`src/core/wdrc_pkg.sv`:
```
package wdrc_pkg;

  // ************************************
  // Register map and command values
  // ************************************
  localparam logic [7:0] WDRC_ADDR_CAUSE = 8'hef;
  localparam logic [7:0] WDRC_ADDR_WDOG  = 8'hff;
  localparam logic [7:0] WDRC_CMD_KICK   = 8'ha5;
  localparam logic [7:0] WDRC_CMD_DIS1   = 8'hde;
  localparam logic [7:0] WDRC_CMD_DIS2   = 8'had;
  localparam logic [7:0] WDRC_CMD_LOCK   = 8'hff;

  // ************************************
  // Field positions
  // ************************************
  localparam int WDRC_BIT_CNV   = 6;
  localparam int WDRC_BIT_CMP   = 5;
  localparam int WDRC_BIT_SW    = 4;
  localparam int WDRC_BIT_POR   = 1;
  localparam int WDRC_BIT_GATE  = 7;
  localparam int WDRC_BIT_STAT  = 4;
  localparam int WDRC_IV_LSB    = 0;

  // ************************************
  // Reset values and counts
  // ************************************
  localparam logic [2:0] WDRC_IV_RST  = 3'h7;
  localparam logic [2:0] WDRC_WIN_CYC = 3'h4;
  localparam int         WDRC_CNT_W   = 21;
  localparam int         WDRC_EXP_DEF = 6;

  // ************************************
  // Carriers
  // ************************************
  typedef struct packed {
    logic rsvd;
    logic cnv;
    logic cmp;
    logic sw;
    logic wdt;
    logic mcd;
    logic por;
    logic pin;
  } wdrc_cause_t;

  typedef struct packed {
    logic       wr;
    logic       rd;
    logic [7:0] addr;
    logic [7:0] wdata;
  } wdrc_sfr_t;

  // Timeout in cycles: 2^(base+2*iv), which is 4^(3+iv) at the default base 6
  function automatic logic [WDRC_CNT_W:0] wdrc_limit(input int base,
                                                     input logic [2:0] iv);
    int sh;
    sh = base + 2 * int'(iv);
    return (WDRC_CNT_W + 1)'(1) << sh;
  endfunction

endpackage

```
`src/core/wdrc_wdog.sv`:
```
module wdrc_wdog
  import wdrc_pkg::*;
#(
  parameter int EXP_BASE = WDRC_EXP_DEF
) (
  input  wire logic                  mclk,     // System clock
  input  wire logic                  rst,      // System reset
  input  wire logic                  en,       // Watchdog running
  input  wire logic                  restart,  // Clear the count
  input  wire logic [2:0]            iv,       // Interval select
  output logic                       timeout,  // Overflow pulse
  output logic [WDRC_CNT_W-1:0]      count     // Running count
);

  // ************************************
  // Interval compare
  // ************************************
  logic [WDRC_CNT_W:0] lim;
  wire                 at_end;

  assign lim    = wdrc_limit(EXP_BASE, iv);
  assign at_end = ({1'b0, count} == lim - 1'b1);

  // Counter wraps to zero on overflow, the system reset follows anyway
  always_ff @(posedge mclk) begin
    if (rst || restart || !en) begin
      count   <= '0;
      timeout <= 1'b0;
    end else if (at_end) begin
      count   <= '0;
      timeout <= 1'b1;
    end else begin
      count   <= count + 1'b1;
      timeout <= 1'b0;
    end
  end

endmodule // wdrc_wdog

```
`src/core/wdrc_top.sv`:
```
module wdrc_top
  import wdrc_pkg::*;
#(
  parameter int EXP_BASE = WDRC_EXP_DEF  // Timeout exponent base
) (
  input  wire logic        mclk,            // System clock
  input  wire logic        rst,             // System reset
  input  wdrc_sfr_t        sfr_req,         // Register access
  input  wire logic        conv_start_input, // Routed conv start
  input  wire logic        cmp0_out,        // Comparator 0 output
  input  wire logic        pin_rst_n,       // Reset pin level
  input  wire logic        por_event,       // Supply monitor
  input  wire logic        mcd_timeout,     // Missing clock pulse
  output logic [7:0]       sfr_rdata,       // Read data
  output logic             sys_rst_req,     // Reset request
  output logic             rst_pin_out,     // Reset pin value
  output logic             rst_pin_oe,      // Reset pin drive
  output logic             wdog_active      // Watchdog running
);

  // ************************************
  // Register access decode
  // ************************************
  wire wr_cause;
  wire wr_wdog;
  wire rd_cause;
  wire rd_wdog;
  wire [7:0] wd;

  assign wd       = sfr_req.wdata;
  assign wr_cause = sfr_req.wr && (sfr_req.addr == WDRC_ADDR_CAUSE);
  assign wr_wdog  = sfr_req.wr && (sfr_req.addr == WDRC_ADDR_WDOG);
  assign rd_cause = sfr_req.rd && (sfr_req.addr == WDRC_ADDR_CAUSE);
  assign rd_wdog  = sfr_req.rd && (sfr_req.addr == WDRC_ADDR_WDOG);

  // ************************************
  // Watchdog command decode
  // ************************************
  wire cmd_kick;
  wire cmd_dis1;
  wire cmd_dis2;
  wire cmd_lock;
  wire iv_write;

  assign cmd_kick = wr_wdog && (wd == WDRC_CMD_KICK);
  assign cmd_dis1 = wr_wdog && (wd == WDRC_CMD_DIS1);
  assign cmd_dis2 = wr_wdog && (wd == WDRC_CMD_DIS2);
  assign cmd_lock = wr_wdog && (wd == WDRC_CMD_LOCK);
  // Commands all carry bit 7, so they never touch the interval
  assign iv_write = wr_wdog && !wd[WDRC_BIT_GATE];

  // ************************************
  // Watchdog control state
  // ************************************
  logic       wd_en;
  logic       wd_lock;
  logic [2:0] wd_iv;
  logic [2:0] dis_win;
  wire        dis_ok;
  wire        wd_timeout;
  logic [WDRC_CNT_W-1:0] wd_count;

  // Second disable code counts only inside the window, unlocked
  assign dis_ok = cmd_dis2 && (dis_win != 3'h0) && !wd_lock;

  // Enable, lock and interval
  always_ff @(posedge mclk) begin
    if (rst) begin
      wd_en   <= 1'b1;
      wd_lock <= 1'b0;
      wd_iv   <= WDRC_IV_RST;
    end else begin
      if (cmd_kick) begin
        wd_en <= 1'b1;
      end else if (dis_ok) begin
        wd_en <= 1'b0;
      end
      if (cmd_lock) begin
        wd_lock <= 1'b1;
      end
      if (iv_write) begin
        wd_iv <= wd[WDRC_IV_LSB +: 3];
      end
    end
  end

  // Disable window: loaded by the first code, runs down each clock
  always_ff @(posedge mclk) begin
    if (rst) begin
      dis_win <= 3'h0;
    end else if (cmd_dis1) begin
      dis_win <= WDRC_WIN_CYC;
    end else if (dis_win != 3'h0) begin
      dis_win <= dis_win - 3'h1;
    end
  end

  // ************************************
  // Watchdog counter
  // ************************************
  wdrc_wdog #(
    .EXP_BASE (EXP_BASE)
  ) u_wdog (
    .mclk    (mclk),
    .rst     (rst),
    .en      (wd_en),
    .restart (cmd_kick),
    .iv      (wd_iv),
    .timeout (wd_timeout),
    .count   (wd_count)
  );

  // ************************************
  // Reset-cause control bits
  // ************************************
  logic cnv_en;
  logic cmp_en;
  wire  sw_force;
  wire  por_force;

  // Enables are write-only state; reads show cause flags instead
  always_ff @(posedge mclk) begin
    if (rst) begin
      cnv_en <= 1'b0;
      cmp_en <= 1'b0;
    end else if (wr_cause) begin
      cnv_en <= wd[WDRC_BIT_CNV];
      cmp_en <= wd[WDRC_BIT_CMP];
    end
  end

  // Writing zero to the force bits does nothing
  assign sw_force  = wr_cause && wd[WDRC_BIT_SW];
  assign por_force = wr_cause && wd[WDRC_BIT_POR];

  // ************************************
  // Source merge
  // ************************************
  wire src_cnv;
  wire src_cmp;
  wire src_pin;
  wire src_por;
  wire src_any;

  assign src_cnv = cnv_en && !conv_start_input;
  assign src_cmp = cmp_en && !cmp0_out;
  assign src_pin = !pin_rst_n;
  assign src_por = por_event || por_force;
  assign src_any = src_cnv || src_cmp || src_pin || src_por ||
                   sw_force || wd_timeout || mcd_timeout;

  // ************************************
  // Pending cause
  // ************************************
  // Not cleared by rst: it must outlive the reset it names.
  // A power-on event or the first exit from rst gives it a known value from power-up.
  wdrc_cause_t pend;
  wdrc_cause_t next_pend;
  wdrc_cause_t first_src;
  logic        rst_d;
  wire         rst_exit;

  assign rst_exit = rst_d && !rst;

  // First source wins; later ones inside one reset are not recorded, except power-on
  always_comb begin
    first_src     = '0;
    first_src.pin = src_pin;
    first_src.cnv = !src_pin && src_cnv;
    first_src.cmp = !src_pin && !src_cnv && src_cmp;
    first_src.sw  = !src_pin && !src_cnv && !src_cmp && sw_force;
    first_src.wdt = !src_pin && !src_cnv && !src_cmp && !sw_force &&
                    wd_timeout;
    first_src.mcd = !src_pin && !src_cnv && !src_cmp && !sw_force &&
                    !wd_timeout && mcd_timeout;
  end

  // Power-on overrides; a new source on the exit cycle beats the clear
  always_comb begin
    next_pend = pend;
    if (src_por) begin
      next_pend     = '0;
      next_pend.por = 1'b1;
    end else if (src_any && (pend == '0 || rst_exit)) begin
      next_pend = first_src;
    end else if (rst_exit) begin
      next_pend = '0;
    end
  end

  always_ff @(posedge mclk) begin
    pend  <= next_pend;
    rst_d <= rst;
  end

  // ************************************
  // Cause register
  // ************************************
  wdrc_cause_t cause;

  // Held in reset, the register tracks the pending cause
  always_ff @(posedge mclk) begin
    if (rst) begin
      cause      <= pend;
      cause.rsvd <= 1'b0;
    end
  end

  // ************************************
  // Reset request and pin drive
  // ************************************
  // Request is a level; the system reset controller stretches it
  always_ff @(posedge mclk) begin
    if (rst) begin
      sys_rst_req <= src_pin || por_event;
      rst_pin_oe  <= por_event;
    end else begin
      sys_rst_req <= src_any;
      rst_pin_oe  <= src_por;
    end
    rst_pin_out <= 1'b0;
  end

  // ************************************
  // Read data and status
  // ************************************
  wire [7:0] wd_view;

  assign wd_view = {3'h0, wd_en, 1'b0, wd_iv};

  always_ff @(posedge mclk) begin
    if (rst) begin
      sfr_rdata   <= 8'h00;
      wdog_active <= 1'b1;
    end else begin
      wdog_active <= wd_en;
      if (rd_cause) begin
        sfr_rdata <= cause;
      end else if (rd_wdog) begin
        sfr_rdata <= wd_view;
      end else begin
        sfr_rdata <= 8'h00;
      end
    end
  end

  // ************************************
  // Checks
  // ************************************
  // Second code one to four clocks after the first must stop the dog
  dis_window_a: assert property (
    @(posedge mclk) disable iff (rst)
    (cmd_dis1 && !wd_lock) ##[1:4] (cmd_dis2 && !wd_lock) |=> !wd_en)
    else $error("disable sequence did not stop watchdog");

  late_dis_a: assert property (
    @(posedge mclk) disable iff (rst)
    (dis_win == 3'h0 && cmd_dis2 && wd_en) |=> wd_en)
    else $error("late disable code was honoured");

  lock_hold_a: assert property (
    @(posedge mclk) disable iff (rst)
    (wd_lock && wd_en) |=> wd_en)
    else $error("locked watchdog was disabled");

  kick_run_a: assert property (
    @(posedge mclk) disable iff (rst)
    cmd_kick |=> (wd_en && wd_count == '0) ##1 (wd_count == 1))
    else $error("kick did not enable and restart");

  reset_def_a: assert property (
    @(posedge mclk)
    $fell(rst) |-> (wd_en && wd_iv == 3'h7 && !wd_lock))
    else $error("watchdog not at defaults after reset");

  intv_write_a: assert property (
    @(posedge mclk) disable iff (rst)
    wr_wdog |=> (wd_iv == ($past(wd[7]) ? $past(wd_iv)
                                        : $past(wd[2:0]))))
    else $error("interval write gate wrong");

  cnv_src_a: assert property (
    @(posedge mclk) disable iff (rst)
    (cnv_en && !conv_start_input) |=> (sys_rst_req && !rst_pin_oe))
    else $error("conv start low did not request reset");

  wdt_req_a: assert property (
    @(posedge mclk) disable iff (rst)
    wd_timeout |=> sys_rst_req)
    else $error("watchdog overflow gave no reset");

  sw_force_a: assert property (
    @(posedge mclk) disable iff (rst)
    (sw_force && pend == '0 && !src_por && !src_pin && !src_cnv &&
     !src_cmp) |=> (sys_rst_req && pend.sw && !rst_pin_oe))
    else $error("soft reset not forced");

  por_pin_a: assert property (
    @(posedge mclk) disable iff (rst)
    por_force |=> (rst_pin_oe && pend.por && !pend.pin))
    else $error("forced power-on did not drive pin");

  cause_cap_a: assert property (
    @(posedge mclk)
    $fell(rst) |-> (cause[6:0] == $past(pend[6:0])))
    else $error("cause not captured from pending");

  stat_read_a: assert property (
    @(posedge mclk) disable iff (rst)
    rd_wdog |=> (sfr_rdata[4] == $past(wd_en) &&
                 sfr_rdata[2:0] == $past(wd_iv)))
    else $error("watchdog read view wrong");

  cmp_src_a: assert property (
    @(posedge mclk) disable iff (rst)
    (cmp_en && !cmp0_out) |=> (sys_rst_req && !rst_pin_oe))
    else $error("comparator low did not request reset");

  mcd_req_a: assert property (
    @(posedge mclk) disable iff (rst)
    mcd_timeout |=> (sys_rst_req && !rst_pin_oe))
    else $error("missing clock pulse gave no reset");

endmodule // wdrc_top

```
`config.mk`:
```
export PLATFORM = sky130hd
export DESIGN_NAME = wdrc_top
export DESIGN_NICKNAME = d
export VERILOG_FILES = /design/src/core/wdrc_pkg.sv /design/src/core/wdrc_wdog.sv /design/src/core/wdrc_top.sv
export SDC_FILE = /design/constraint.sdc
export NUM_CORES = 1
export LEC_CHECK = 0
export BUFFER_PORTS_ARGS = -buffer_cell sky130_fd_sc_hd__buf_2
export CORE_ASPECT_RATIO = 1.5
export CORE_MARGIN = 2
export CORE_UTILIZATION = 45
export DETAILED_ROUTE_END_ITERATION = 8
export PLACE_DENSITY = 0.67
export SYNTH_ARGS = -nofsm -noshare
export SYNTH_HDL_FRONTEND = slang
export SYNTH_SLANG_ARGS = --single-unit
```
`constraint.sdc`:
```
create_clock -name mclk -period 1.8 [get_ports mclk]
set_input_delay 0.36 -clock mclk [delete_from_list [all_inputs] [get_ports mclk]]
set_output_delay 0.36 -clock mclk [all_outputs]
set_load 0.05 [all_outputs]
```
==> results.yml <==
outcome:
  status: "finished, violations left"
  violations: "setup timing"
synth:
  yosysSeqAreaShare_pct: 43.3
  synth_top_area_share_pct: 35.8
  syn_avg_cell_area_um2: 8.56
  synth_flop_cell: "dfxtp_1"
  synth_area_leaders: "dfxtp_1 36%, edfxtp_1 7.5%, nor2_1 7.1%, nand2_1 3.8%, xnor2_1 3.4%"
  syn-cell-area_um2: 2800
  synth_cell_types: 55
  ys_warn_count: 0
  synthCells: 327
  async_flop_share_pct: 0
  synth-edff-count: 7
  ys_ff_latch: 57
  synth_area_leader_cell: "dfxtp_1"
global_route:
  grt_usage_pct: 23.5
  grt_pass1_wl_um: 12000
  grt_pass1_vias: 2578
  grt_max_degree: 21
  grt_overflow: 0
  antenna_found_initial: 0
pwr:
  sw_frac_of_total_pct: 26.6
  seqPwrFrac_pct: 49.0
  p_switching_uw: 735
  clkPwrFrac_pct: 38.1
  leakagePower_uw: 0.00147
  internal-power_uw: 2030
  pwr_density_cell_nw_per_um2: 768
  p_total_uw: 2760
  peakVddDrop_mv: 0.546
  p_comb_share_pct: 12.9
route:
  wl_per_cell_um: 14.6
  wl_um: 7090
  via_count: 2601
  drc: 0
  firstDrtPassIters: 5
  viasPerCell: 5.35
  final_antenna_net_count: 0
  drt_iter0_markers: 108
critical_path:
  worstPathBufferInverterCount: 2
  r2r_end: "u_wdog.count[17]"
  timing.rr.start: "wd_iv[0]"
  path_class: "reg -> reg"
  cp_slowest_cell: "dfxtp_4"
  arrival_ps: 2170
  rrSetupSlack_ps: -150
  crit_path_end_kind: "register"
  max_stage_delay_ps: 390
  crit_fanout: 9
  worstPathCellList: "buf_4 -> a21bo_2 -> o2111ai_1 -> a32oi_1 -> nand4_1 -> o31ai_4 -> buf_6 -> nor2_1"
  rr_worst_depth: 8
  crit_required_ps: 2020
  cp_top_family: "compound AO/OA/AOI/OAI gates"
  startpoint_type: "register"
die:
  dieArea_um2: 6880
  die_w_um: 68.4
  core_um2: 6090
  fp-row-count: 35
  initial_core_util_pct: 46.0
  die_y_um: 101
  io_pins: 37
timing:
  setup_viol_count_final: 20
  finalWorstSetupSlack_ps: -148
  worst_pin_slew_ps: 506
  timing.fmax_ghz: 0.513
  hold_viol: 0
  rsz0062_at_grt: "yes"
  tns_ps: -2710
  maxSlewViolCount: 0
  slew_headroom_pct: 65.7
  period_needed_ps: 1950
  period_share_pct: 108
  fin_skew_ps: 12.3
clock_tree:
  clkTransAtPathRegs_ps: 70
  cts_root_buf: "clkbuf_8"
  clkSinkCount: 57
  htreeDepth: 3
  cts_buffers: 9
  cts_tree: "yes"
  cts_hold_buf: 0
  clk_latency_ps: 340
  cts_buffer_depth: 2
finish:
  stdcell_count: 486
  num_antenna_cells: 0
  layout_common_cells: "47 x nor2_1, 45 x dfxtp_1, 45 x buf_4"
  drive_gt1_share_pct: 29.9
  final_common_cell: "nor2_1"
  syn_to_final_growth_pct: 28.6
  nNetsFinal: 436
min_path:
  hold_depth: 2
  hold_end: "sys_rst_req"
  hp-class: "in -> reg"
  holdCritStartpoint: "pin_rst_n"
job:
  maxCapViolations: 0
placement:
  gp_congestion: 0.936
  portBuffers: 34
  dp_hpwl_um: 5290
  placed_cells: 466
[worst max-delay path by stage]
stage	from	to	slack [ps]	cells after the start
after detailed placement	wd_iv[1]	u_wdog.count[14]	-340	8
final	wd_iv[0]	u_wdog.count[17]	-150	8
after global routing	wd_iv[1]	u_wdog.count[17]	-270	8
after floorplan	wd_iv[1]	u_wdog.count[12]	0.03	9
after CTS	wd_iv[1]	u_wdog.count[7]	-140	8
after global placement	wd_iv[1]	u_wdog.count[7]	-210	8
[logic make-up (layout without fill, tap and decap cells)]
group,count (synthesis),after routing,synth area share (%)
compound gates,53,53,12.9
xor+xnor,21,21,6.57
fa+ha+maj,4,4,1.79
buf+inv,30,113,5.41
flops,57,57,43.3
mux,7,7,2.50
other cells,2,4,0.268
simple gates,153,153,27.3
[what timing repair did]
item                       in CTS  in global routing
pin swaps                      21                  3
setup buffers                   3                  0
setup endpoints to repair      21                 21
resized for setup              22                  9
cloned                          1                  0
[synthesized netlist by cell type, drive strengths merged, types with 3 or more instances]
library cell / instances
nor2b: 3
o22ai: 4
nor3b: 5
a21oi: 6
nand2: 28
and2: 7
nand3: 10
nor4: 5
o211ai: 4
nand2b: 8
clkbuf: 3
nor2: 53
ha: 4
and3: 3
xor2: 10
dfxtp: 50
nor3: 10
edfxtp: 7
o21ai: 11
mux2i: 7
buf: 13
xnor2: 11
or2: 3
a32oi: 3
a31oi: 5
nand4: 9
inv: 14
o21bai: 3
[power by group through the flow]
stage | clock network (uW) | registers (uW) | logic (uW)
detailed placement | 0 | 1390 | 345
floorplan | 0 | 1390 | 239
global placement | 0 | 1390 | 337
finish | 1050 | 1350 | 356
CTS | 1080 | 1360 | 356
global route | 1130 | 1360 | 408
[layer usage]
| metal | vias up | GRT usage, % | part of all wire, % |
|---|---|---|---|
| met4 | 0 | 14.3 | 4.6 |
| met1 | 1186 | 23.7 | 36 |
| li1 | 1300 | - | - |
| met3 | 29 | 6.59 | 5.6 |
| met5 | - | 0 | 0 |
| met2 | 86 | 41.1 | 54 |
[layout make-up]
class                      count  area (um2)
clock inverter                 5        31.3
sequential                    57        1220
multi-input combinational    242        1500
timing repair buffer          83         553
fill                         533        2490
tap                           74        92.6
inverter                      14        55.1
clock buffer                  11         141
[registers in the layout, summed over array words and instances (netlist names), 3 cells and up]
signal	count
cause	7
sfr_rdata	7
pend	7
wd_iv	3
u_wdog.count	21
dis_win	3
[stage by stage]
| step | setup slack [ps] | cell area [um2] | util, % | hold slack, ps |
|---|---|---|---|---|
| 6_report | -148 | 3600 | 59.1 | 261 |
| 5_1_grt | -272 | 3600 | 59.1 | 270 |
| 4_1_cts | -138 | 3570 | 58.7 | 252 |
| 3_5_place_dp | -339 | 3320 | 54.5 | 428 |
| 3_3_place_gp | -209 | 3320 | 54.5 | 425 |
| 2_1_floorplan | 0.0345 | 2830 | - | 388 |
[worst register-to-register path: stages, from the launching register on]
cell       delay, ps
dfxtp_4          390
buf_4            170
a21bo_2          140
o2111ai_1        140
a32oi_1          230
nand4_1          210
o31ai_4          320
buf_6            190
nor2_1            40
No activity file was read; power rests on OpenSTA's default activity.
